[src/rtl/cfg_pkg.sv]
package cfg_pkg;

  localparam int NSLOT = 20;
  localparam int NRING = 6;
  localparam int NCHAN = 8;

  localparam logic [3:0] T_PORT = 4'hB;
  localparam logic [3:0] T_PAGE = 4'h8;
  localparam logic [3:0] T_RING = 4'h6;
  localparam logic [3:0] T_EXT  = 4'h7;
  localparam logic [2:0] I_PA   = 3'h6;

  localparam logic [4:0] S_PORT = 5'h00;
  localparam logic [4:0] S_PAGE = 5'h02;
  localparam logic [4:0] S_CMD  = 5'h04;
  localparam logic [4:0] S_RING = 5'h06;
  localparam logic [4:0] S_EXT  = 5'h0C;

  localparam int B_HOST_PAR  = 7;
  localparam int B_PAR_EVEN  = 6;
  localparam int B_REQ_SYNC  = 5;
  localparam int B_LSB_FIRST = 4;
  localparam int B_WIDE      = 2;
  localparam int B_PORT_ON   = 0;
  localparam int B_ENTRY_PAR = 7;
  localparam int B_DATA_PAR  = 6;
  localparam int B_ENTRY_B   = 5;
  localparam int B_DATA_B    = 4;
  localparam int B_LOCAL_PAR = 6;
  localparam int B_LOCAL_B   = 4;

  localparam logic [7:0] CFG_RESET = 8'h00;
  localparam logic [7:0] M_PORT    = 8'hF5;
  localparam logic [7:0] M_CMD     = 8'h50;
  localparam logic [7:0] M_ALL     = 8'hFF;
  localparam logic [7:0] M_LOCAL   = 8'h57;
  localparam logic [7:0] LOCAL_OK  = 8'h3F;
  localparam logic [7:0] DEST_OK   = 8'hCF;

  localparam logic [4:0] PAGE_SHIFT [0:8] = '{5'h04, 5'h05, 5'h08, 5'h09, 5'h0A,
                                              5'h0B, 5'h0C, 5'h0D, 5'h0E};
  localparam logic [31:0] ENTRY_BYTES = 32'h0000_0008;
  localparam logic [31:0] STEP32      = 32'h0000_0004;
  localparam logic [31:0] STEP64      = 32'h0000_0008;
  localparam logic [4:0]  LOCAL_SHIFT = 5'h0D;

  typedef struct packed {
    logic       valid;
    logic       rd;
    logic [3:0] typ;
    logic [2:0] idx;
    logic [7:0] wdata;
  } ind_req_t;

  typedef struct packed {
    logic host_par;
    logic par_even;
    logic req_sync;
    logic lsb_first;
    logic wide;
    logic on;
  } port_cfg_t;

  typedef struct packed {
    logic       entry_par;
    logic       data_par;
    logic       entry_b;
    logic       data_b;
    logic [3:0] size;
  } route_t;

  typedef struct packed {
    logic       par;
    logic       port_b;
    logic [4:0] size_log2;
  } local_t;

  typedef struct packed {
    logic par;
    logic port_b;
  } cmd_t;

  typedef enum logic [1:0] {XF_ENTRY, XF_DATA, XF_CMD, XF_LOCAL} xfer_kind_t;

endpackage

[src/rtl/cfg_store.sv]
`timescale 1ns/1ns
`default_nettype none
module cfg_store
  import cfg_pkg::*;
(
  input  wire logic                   clk_in,
  input  wire logic                   reset_in,
  input  wire logic                   we_in,
  input  wire logic [4:0]             waddr_in,
  input  wire logic [7:0]             wdata_in,
  input  wire logic                   rd_en_in,
  input  wire logic [4:0]             raddr_in,
  input  wire logic                   rzero_in,
  output logic      [7:0]             rdata_out,
  output logic      [NSLOT-1:0][7:0]  all_out
);

  always_ff @(posedge clk_in) begin
    if (reset_in) begin
      all_out <= {NSLOT{CFG_RESET}};
    end else if (we_in) begin
      all_out[waddr_in] <= wdata_in;
    end
  end

  // Read data is held between reads so the host may sample it late.
  always_ff @(posedge clk_in) begin
    if (reset_in) begin
      rdata_out <= 8'h00;
    end else if (rd_en_in) begin
      rdata_out <= rzero_in ? 8'h00 : all_out[raddr_in];
    end
  end

endmodule
`default_nettype wire

[src/rtl/parity_check.sv]
`timescale 1ns/1ns
`default_nettype none
module parity_check #(
  parameter int NB = 1
) (
  input  wire logic            clk_in,
  input  wire logic            reset_in,
  input  wire logic            valid_in,
  input  wire logic            enable_in,
  input  wire logic            even_in,
  input  wire logic [8*NB-1:0] data_in,
  input  wire logic [NB-1:0]   par_in,
  output logic                 err_out
);

  logic [NB-1:0] bad;

  for (genvar b = 0; b < NB; b++) begin : g_byte
    assign bad[b] = (^{data_in[8*b+:8], par_in[b]}) == even_in;
  end

  always_ff @(posedge clk_in) begin
    if (reset_in) begin
      err_out <= 1'b0;
    end else begin
      err_out <= valid_in & enable_in & (|bad);
    end
  end

endmodule
`default_nettype wire

[src/rtl/port_and_ring_config_regs.sv]
`timescale 1ns/1ns
`default_nettype none
module port_and_ring_config_regs (
  input  wire logic                          clk_in,
  input  wire logic                          reset_in,
  input  wire cfg_pkg::ind_req_t [1:0]       ind_req_in,
  output logic                   [1:0]       ind_done_out,
  output logic                   [1:0]       ind_miss_out,
  output logic                   [7:0]       ind_rdata_out,
  input  wire logic              [7:0]       ext_local_mode_in,
  output cfg_pkg::port_cfg_t     [1:0]       port_cfg_out,
  input  wire logic              [1:0]       cs_n_in,
  input  wire logic              [1:0]       req_pending_in,
  output logic                   [1:0]       req_out,
  input  wire logic              [1:0][31:0] cur_addr_in,
  input  wire logic              [1:0][31:0] next_addr_in,
  output logic                   [1:0]       same_page_out,
  output cfg_pkg::cmd_t          [1:0]       cmd_route_out,
  output cfg_pkg::route_t        [5:0]       ring_route_out,
  output cfg_pkg::route_t        [7:0]       dest_route_out,
  output cfg_pkg::local_t        [7:0]       local_out,
  input  wire logic                          ring_step_valid_in,
  input  wire logic                          ring_step_dest_in,
  input  wire logic              [2:0]       ring_step_sel_in,
  input  wire logic              [31:0]      ring_addr_in,
  output logic                               ring_addr_valid_out,
  output logic                   [31:0]      ring_addr_out,
  input  wire logic              [1:0]       host_wr_valid_in,
  input  wire logic              [1:0][7:0]  host_wr_data_in,
  input  wire logic              [1:0]       host_wr_par_in,
  output logic                   [1:0]       host_par_err_out,
  input  wire logic                          xfer_valid_in,
  input  wire cfg_pkg::xfer_kind_t           xfer_kind_in,
  input  wire logic                          xfer_dest_in,
  input  wire logic              [2:0]       xfer_chan_in,
  input  wire logic              [31:0]      xfer_data_in,
  input  wire logic              [3:0]       xfer_par_in,
  output logic                               xfer_par_err_out
);
  import cfg_pkg::*;

  // Type and index to storage slot; bit 5 flags a mapped register.
  function automatic logic [5:0] decode(input logic [3:0] t, input logic [2:0] i);
    logic hi;
    hi = (i >= I_PA);
    decode = 6'h00;
    case (t)
      T_PORT: if (hi) decode = {1'b1, S_PORT + 5'(i[0])};
      T_PAGE: if (hi) decode = {1'b1, S_PAGE + 5'(i[0])};
      T_RING: decode = hi ? {1'b1, S_CMD + 5'(i[0])} : {1'b1, S_RING + 5'(i)};
      T_EXT:  decode = {1'b1, S_EXT + 5'(i)};
      default: decode = 6'h00;
    endcase
  endfunction

  // Writable bits per slot; everything else stays zero.
  function automatic logic [7:0] wmask(input logic [4:0] s, input logic [7:0] lm);
    if (s < S_PAGE) begin
      wmask = M_PORT;
    end else if (s < S_CMD) begin
      wmask = M_ALL;
    end else if (s < S_RING) begin
      wmask = M_CMD;
    end else if (s < S_EXT) begin
      wmask = M_ALL;
    end else begin
      wmask = lm[3'(s - S_EXT)] ? M_LOCAL : M_ALL;
    end
  endfunction

  function automatic route_t mk_route(input logic [7:0] r, input logic w);
    mk_route = {r[B_ENTRY_PAR], r[B_DATA_PAR], r[B_ENTRY_B] & ~w, r[B_DATA_B] & ~w, r[3:0]};
  endfunction

  function automatic logic [3:0] ones(input logic [7:0] v);
    ones = 4'h0;
    for (int k = 0; k < 8; k++) begin
      ones = ones + 4'(v[k]);
    end
  endfunction

  // Indirect access from either port's access register.
  logic [1:0]            done_q;
  logic [1:0]            done_d;
  logic [1:0]            miss_q;
  logic [1:0]            miss_d;
  logic [NSLOT-1:0][7:0] cfg;
  logic [7:0]            lm_eff;

  wire       take_a = ind_req_in[0].valid & ~done_q[0];
  wire       take_b = ind_req_in[1].valid & ~done_q[1] & ~take_a;
  wire       take   = take_a | take_b;
  ind_req_t  acc;
  assign acc = take_a ? ind_req_in[0] : ind_req_in[1];
  wire [5:0] dec    = decode(acc.typ, acc.idx);
  wire       hit    = dec[5];
  wire [4:0] slot   = dec[4:0];
  wire       do_wr  = take & hit & ~acc.rd;
  wire       do_rd  = take & acc.rd;
  wire [7:0] wval   = acc.wdata & wmask(slot, lm_eff);

  assign lm_eff = ext_local_mode_in & LOCAL_OK;
  assign done_d = {take_b, take_a};
  assign miss_d = {take_b & ~hit, take_a & ~hit};

  always_ff @(posedge clk_in) begin
    if (reset_in) begin
      done_q <= 2'h0;
      miss_q <= 2'h0;
    end else begin
      done_q <= done_d;
      miss_q <= miss_d;
    end
  end

  assign ind_done_out = done_q;
  assign ind_miss_out = miss_q;

  cfg_store u_store (
    .clk_in    (clk_in),
    .reset_in  (reset_in),
    .we_in     (do_wr),
    .waddr_in  (slot),
    .wdata_in  (wval),
    .rd_en_in  (do_rd),
    .raddr_in  (slot),
    .rzero_in  (~hit),
    .rdata_out (ind_rdata_out),
    .all_out   (cfg)
  );

  // Port control decode; port B copies port A in 64-bit mode.
  port_cfg_t [1:0] ctl_raw;
  port_cfg_t [1:0] ctl_d;
  port_cfg_t [1:0] ctl_q;

  for (genvar p = 0; p < 2; p++) begin : g_port
    assign ctl_raw[p] = {cfg[S_PORT + p][B_HOST_PAR], cfg[S_PORT][B_PAR_EVEN], cfg[S_PORT + p][B_REQ_SYNC],
                         cfg[S_PORT + p][B_LSB_FIRST], cfg[S_PORT + p][B_WIDE] & (p == 0),
                         cfg[S_PORT + p][B_PORT_ON]};
  end

  wire wide = ctl_raw[0].wide;
  assign ctl_d[0] = ctl_raw[0];
  assign ctl_d[1] = wide ? ctl_raw[0] : ctl_raw[1];

  always_ff @(posedge clk_in) begin
    if (reset_in) begin
      ctl_q <= '0;
    end else begin
      ctl_q <= ctl_d;
    end
  end

  assign port_cfg_out = ctl_q;

  // Request outputs from idle; chip select is a pin and is synchronised first.
  logic [1:0] cs_m_q;
  logic [1:0] cs_s_q;
  logic [1:0] req_q;
  logic [1:0] req_d;

  for (genvar p = 0; p < 2; p++) begin : g_req
    assign req_d[p] = ctl_q[p].on & req_pending_in[p] &
                      (~ctl_q[p].req_sync | ~cs_s_q[p] | req_q[p]);
  end

  always_ff @(posedge clk_in) begin
    if (reset_in) begin
      cs_m_q <= 2'h3;
      cs_s_q <= 2'h3;
      req_q  <= 2'h0;
    end else begin
      cs_m_q <= cs_n_in;
      cs_s_q <= cs_m_q;
      req_q  <= req_d;
    end
  end

  assign req_out = req_q;

  // Page indication per port.
  logic [1:0] same_d;
  logic [1:0] same_q;

  for (genvar p = 0; p < 2; p++) begin : g_page
    wire [4:0]  sh = PAGE_SHIFT[ones(cfg[S_PAGE + p])];
    wire [31:0] df = cur_addr_in[p] ^ next_addr_in[p];
    assign same_d[p] = (df >> sh) == 32'h0000_0000;
  end

  always_ff @(posedge clk_in) begin
    if (reset_in) begin
      same_q <= 2'h0;
    end else begin
      same_q <= same_d;
    end
  end

  assign same_page_out = same_q;

  // Command source, ring, destination ring and local memory decode.
  cmd_t   [1:0] cmd_d;
  route_t [5:0] ring_d;
  route_t [7:0] dest_d;
  local_t [7:0] loc_d;

  for (genvar p = 0; p < 2; p++) begin : g_cmd
    assign cmd_d[p] = {cfg[S_CMD + p][B_DATA_PAR], cfg[S_CMD + p][B_DATA_B] & ~wide};
  end

  for (genvar r = 0; r < NRING; r++) begin : g_ring
    assign ring_d[r] = mk_route(cfg[S_RING + r], wide);
  end

  for (genvar c = 0; c < NCHAN; c++) begin : g_ext
    wire [7:0] e = cfg[S_EXT + c];
    wire       l = lm_eff[c];
    assign dest_d[c] = (DEST_OK[c] & ~l) ? mk_route(e, wide) : '0;
    assign loc_d[c]  = l ? {e[B_LOCAL_PAR], e[B_LOCAL_B], LOCAL_SHIFT + 5'(e[2:0])} : '0;
  end

  cmd_t   [1:0] cmd_q;
  route_t [5:0] ring_q;
  route_t [7:0] dest_q;
  local_t [7:0] loc_q;

  always_ff @(posedge clk_in) begin
    if (reset_in) begin
      cmd_q  <= '0;
      ring_q <= '0;
      dest_q <= '0;
      loc_q  <= '0;
    end else begin
      cmd_q  <= cmd_d;
      ring_q <= ring_d;
      dest_q <= dest_d;
      loc_q  <= loc_d;
    end
  end

  assign cmd_route_out  = cmd_q;
  assign ring_route_out = ring_q;
  assign dest_route_out = dest_q;
  assign local_out      = loc_q;

  // Ring address step with wrap inside the size-aligned region.
  // The step follows the fetch width, so 32-bit ports move a half entry.
  wire        rs_ok   = ring_step_dest_in ? DEST_OK[ring_step_sel_in] & ~lm_eff[ring_step_sel_in]
                                          : (ring_step_sel_in < 3'(NRING));
  wire [3:0]  rs_code = ring_step_dest_in ? cfg[S_EXT + 5'(ring_step_sel_in)][3:0]
                                          : cfg[S_RING + 5'(ring_step_sel_in)][3:0];
  wire [31:0] rs_mask = (ENTRY_BYTES << rs_code) - 32'h0000_0001;
  wire [31:0] rs_step = wide ? STEP64 : STEP32;
  wire [31:0] rs_inc  = ring_addr_in + rs_step;
  wire [31:0] rs_next = (ring_addr_in & ~rs_mask) | (rs_inc & rs_mask);

  logic        rav_q;
  logic [31:0] ra_q;

  always_ff @(posedge clk_in) begin
    if (reset_in) begin
      rav_q <= 1'b0;
      ra_q  <= 32'h0000_0000;
    end else begin
      rav_q <= ring_step_valid_in & rs_ok;
      ra_q  <= (ring_step_valid_in & rs_ok) ? rs_next : ra_q;
    end
  end

  assign ring_addr_valid_out = rav_q;
  assign ring_addr_out       = ra_q;

  // Parity checking; polarity for the whole device comes from port A.
  wire even = ctl_q[0].par_even;

  for (genvar p = 0; p < 2; p++) begin : g_hpar
    parity_check #(.NB(1)) u_hpar (
      .clk_in    (clk_in),
      .reset_in  (reset_in),
      .valid_in  (host_wr_valid_in[p]),
      .enable_in (ctl_q[p].host_par),
      .even_in   (even),
      .data_in   (host_wr_data_in[p]),
      .par_in    (host_wr_par_in[p]),
      .err_out   (host_par_err_out[p])
    );
  end

  // Enable is picked by transfer kind; channels past the ring count use the extension register.
  wire   ring_ch = ~xfer_dest_in & (xfer_chan_in < 3'(NRING));
  route_t xr;
  assign xr = ring_ch ? ring_q[xfer_chan_in] : dest_q[xfer_chan_in];
  logic  xen;

  always_comb begin
    case (xfer_kind_in)
      XF_ENTRY: xen = xr.entry_par;
      XF_DATA:  xen = xr.data_par;
      XF_CMD:   xen = cmd_q[xfer_chan_in[0]].par;
      XF_LOCAL: xen = loc_q[xfer_chan_in].par;
      default:  xen = 1'b0;
    endcase
  end

  parity_check #(.NB(4)) u_xpar (
    .clk_in    (clk_in),
    .reset_in  (reset_in),
    .valid_in  (xfer_valid_in),
    .enable_in (xen),
    .even_in   (even),
    .data_in   (xfer_data_in),
    .par_in    (xfer_par_in),
    .err_out   (xfer_par_err_out)
  );

endmodule
`default_nettype wire

[config.mk]
export PLATFORM = sky130hd
export DESIGN_NAME = port_and_ring_config_regs
export DESIGN_NICKNAME = d
export VERILOG_FILES = /design/src/rtl/cfg_pkg.sv /design/src/rtl/cfg_store.sv /design/src/rtl/parity_check.sv /design/src/rtl/port_and_ring_config_regs.sv
export SDC_FILE = /design/constraint.sdc
export NUM_CORES = 1
export LEC_CHECK = 0
export BUFFER_PORTS_ARGS = -buffer_cell sky130_fd_sc_hd__buf_2
export CAP_MARGIN = 25
export CELL_PAD_IN_SITES_DETAIL_PLACEMENT = 1
export CELL_PAD_IN_SITES_GLOBAL_PLACEMENT = 2
export CORE_MARGIN = 5
export CORE_UTILIZATION = 31
export CTS_BUF_LIST = sky130_fd_sc_hd__clkbuf_16
export DETAILED_ROUTE_END_ITERATION = 8
export GPL_ROUTABILITY_DRIVEN = 0
export PLACE_DENSITY = 0.86
export SETUP_SLACK_MARGIN = 0.2
export SLEW_MARGIN = 20
export SYNTH_ARGS = -nofsm -noshare
export SYNTH_HDL_FRONTEND = slang
export SYNTH_SLANG_ARGS = --single-unit
[constraint.sdc]
create_clock -name clk_in -period 6 [get_ports clk_in]
set_input_delay 1.2 -clock clk_in [delete_from_list [all_inputs] [get_ports clk_in]]
set_output_delay 1.2 -clock clk_in [all_outputs]
set_load 0.03 [all_outputs]
==> flow_summary.toml <==
[worst_setup_path]
critPathLaunchType = "primary input"
cp_max_fo = 12
arrival_ns = 5.44
cp-end-kind = "flop"
crit_required_ns = 6.43
critPathKind = "primary input to flop"

[logic_synthesis]
syn_avg_cell_area_um2 = 8.72
synth_top_family_by_area = "simple AND/OR/NAND/NOR gates"
synthMuxAreaShare = 0.0999
seq_area_frac_synth = 0.411
synthXorXnorAreaFrac = 0.0659
syn_area_um2 = 17900
async_flop_share = 0
synth-compound-area-share = 0.126
synth-simple-area-share = 0.219
synth_edf_count = 0
ys.flop_type = "dfxtp_1"
yosys_register_bits = 368
yosysWarnings = 0
synthCells = 2056
ys_types = 69
synth_fa_ha_area_frac = 0.0296

[power]
peakVddDrop_mv = 0.162
p_per_area_nw_per_um2 = 271
p_leak_nw = 9.48

[timing]
finalCritPeriodShare = 0.835
hold_viol = 0
max_freq_mhz = 200
rsz0062_at_grt = "no"
worstMarginPinSlew_ns = 0.947
skew_ns = 0.0307
final-setup-viol-count = 0
final_max_slew_viol_count = 0
fin_crit_ns = 5.01
maxSlewHeadroom = 0.369
setup_tns_ns = 0
hold_slack_ns = 0.412

[cts]
clk_pin_slew_ns = 0.06
postCtsHoldBufs = 0
cts_buffer_depth = 3
cts.repair.resized = 0
cts_max_level = 2
cts_setup_buffers = 0
cts_buffers = 41
cts.sinks = 368
cts_tree = "yes"
clk_latency_ns = 0.58
cts-root-buf = "clkbuf_16"

[route]
drc = 0
antenna_left = 0
vias = 17000
wl_um = 72700
vias_per_cell = 5.15
drt-pass1-iter-count = 5
drt_iter0_drc = 1059
wl_per_cell_um = 22.0

[grt]
grtUsageTotal = 0.219
antenna_found_initial = 4
overflow = 0
grt_pass1_vias = 17900
grt_pass1_wl_um = 109000
grt_max_degree = 118

[floorplanning]
dieArea_um2 = 62800
io_pins = 512
num_rows = 88
chipWidth_um = 251
fp.dieH_um = 251
start_util = 0.312
core_area_um2 = 57500

[place]
post-dp-hpwl_um = 56800
portBuffers = 479
placed_area_um2 = 21000

[finish]
nets = 2814
syn2layout_area_growth_pct = 25.6
layout-drive-gt1-share = 0.251
n_fill_cell = 6919
fin_area_um2 = 22500

[worst_hold_path]
hold_class = "flop to flop"

[job]
maxCapViolations = 0

[outcome]
outcome = "completed"
## where the power goes
group	total (mW)	switching, mW	internal [mW]
clock	2.84	1.12	1.72
sequential	2.49	0.0148	2.47
combinational	0.780	0.504	0.276
total	6.11	1.64	4.47
## cells in the mapped netlist, types with 4 or more instances
library cell | instances | area, um^2
nor4_1 | 5 | 31.3
a31oi_1 | 22 | 138
a211oi_1 | 63 | 473
ha_1 | 28 | 350
o211ai_1 | 7 | 52.6
inv_1 | 46 | 173
buf_2 | 14 | 70.1
clkbuf_1 | 71 | 267
nor2b_1 | 69 | 432
buf_1 | 12 | 45.0
xnor2_1 | 81 | 709
mux4_1 | 4 | 105
or2_2 | 5 | 31.3
or3_1 | 13 | 81.3
a32oi_1 | 19 | 166
a311oi_1 | 5 | 43.8
a21boi_0 | 4 | 30.0
a22oi_1 | 4 | 30.0
nor2_1 | 164 | 616
mux2i_1 | 113 | 1130
o22ai_1 | 22 | 138
dfxtp_1 | 368 | 7370
and4_1 | 5 | 43.8
mux2_2 | 14 | 158
nand4_1 | 18 | 113
buf_4 | 38 | 285
fa_1 | 9 | 180
nor3_1 | 30 | 150
a21o_1 | 4 | 30.0
a21oi_1 | 89 | 445
and3_1 | 21 | 131
o21ai_0 | 82 | 410
a2111oi_0 | 5 | 43.8
xor2_1 | 54 | 473
and2_1 | 75 | 469
nor4b_1 | 5 | 43.8
nand2_1 | 330 | 1240
nand2b_1 | 10 | 62.6
mux4_2 | 17 | 383
nand3b_1 | 7 | 52.6
nand3_1 | 60 | 300
## state kept, by name (all words and copies together) (netlist names), 4 cells and up
name / cells
dest_route_out: 48
ring_route_out: 48
port_cfg_out: 9
cmd_route_out: 4
u_store.rdata_out: 8
local_out: 42
u_store.all_out: 160
ring_addr_out: 32
## kinds of logic after synthesis
kind of cell | count (synthesis)
AND/OR/NAND/NOR | 831
flip-flops | 368
AO/OA/AOI/OAI | 351
buffers and inverters | 184
multiplexers | 149
XOR/XNOR | 135
adder cells (fa/ha/maj) | 37
other | 1
## routing by layer
layer	up-vias	wire [um]	track usage	share of wire
li1	7953	-	-	-
met1	8286	29000	0.262	0.40
met2	636	36600	0.394	0.50
met3	130	4690	0.0434	0.065
met4	2	2400	0.0745	0.033
met5	-	11	0	0.00015
## path summary, 6_finish.rpt
check	from	to	slack, ns	cells after the start
max	ring_step_sel_in[2]	ring_addr_out[13]	0.99	15
min	cs_m_q[1]	cs_s_q[1]	0.41	1
max reg2reg	u_store.all_out[16]	same_page_out[0]	1.02	16
min reg2reg	cs_m_q[1]	cs_s_q[1]	0.41	1
## critical path, stage by stage
cell and delay, ns:
buf_2 0.18, inv_1 0.12, ha_1 0.49, buf_4 0.27
mux4_2 0.31, mux2i_1 0.19, a22oi_1 0.19, and2_1 0.35
nor3_1 0.39, nand2_1 0.17, ha_1 0.33, a31oi_1 0.35
a32oi_1 0.20, and4_1 0.24, or4_1 0.45
## cell type report
cell class	instances	area, um^2	area share
multi-input cells	1533	9840	0.437
inverters	47	176	0.00783
flip-flops and latches	368	7370	0.327
diodes	3	7.51	0.000333
well taps	765	957	0.0425
clock inverters	33	469	0.0208
clock buffers	42	1050	0.0467
repair buffers	510	2650	0.118
## cells in the final DEF, fill, tap and decap left out, types with 17 or more instances in the layout
cell type / instances
nand3_1: 60
xor2_1: 54
and3_1: 21
buf_2: 478
clkbuf_16: 42
a211oi_1: 63
conb_1: 30
nor2_1: 162
a21oi_1: 86
buf_4: 30
dfxtp_1: 368
nand4_1: 18
nor3_1: 30
nand2_1: 330
mux4_2: 17
o21ai_0: 82
inv_1: 46
o22ai_1: 22
ha_1: 28
xnor2_1: 81
mux2i_1: 111
a31oi_1: 22
nor2b_1: 68
a32oi_1: 19
and2_1: 75
## per-stage QoR
stage                     worst slack [ns]  instances   util  power (mW)
after floorplan                      0.852       2085      -        3.02
after global placement               0.600       3222  0.365        3.30
after detailed placement             0.510       3223  0.365        3.32
after CTS                             1.08       3298  0.392        6.16
after global routing                 0.582       3301  0.392        6.32
final                                0.992       3301  0.392        6.11
No activity file was read; power rests on OpenSTA's default activity.
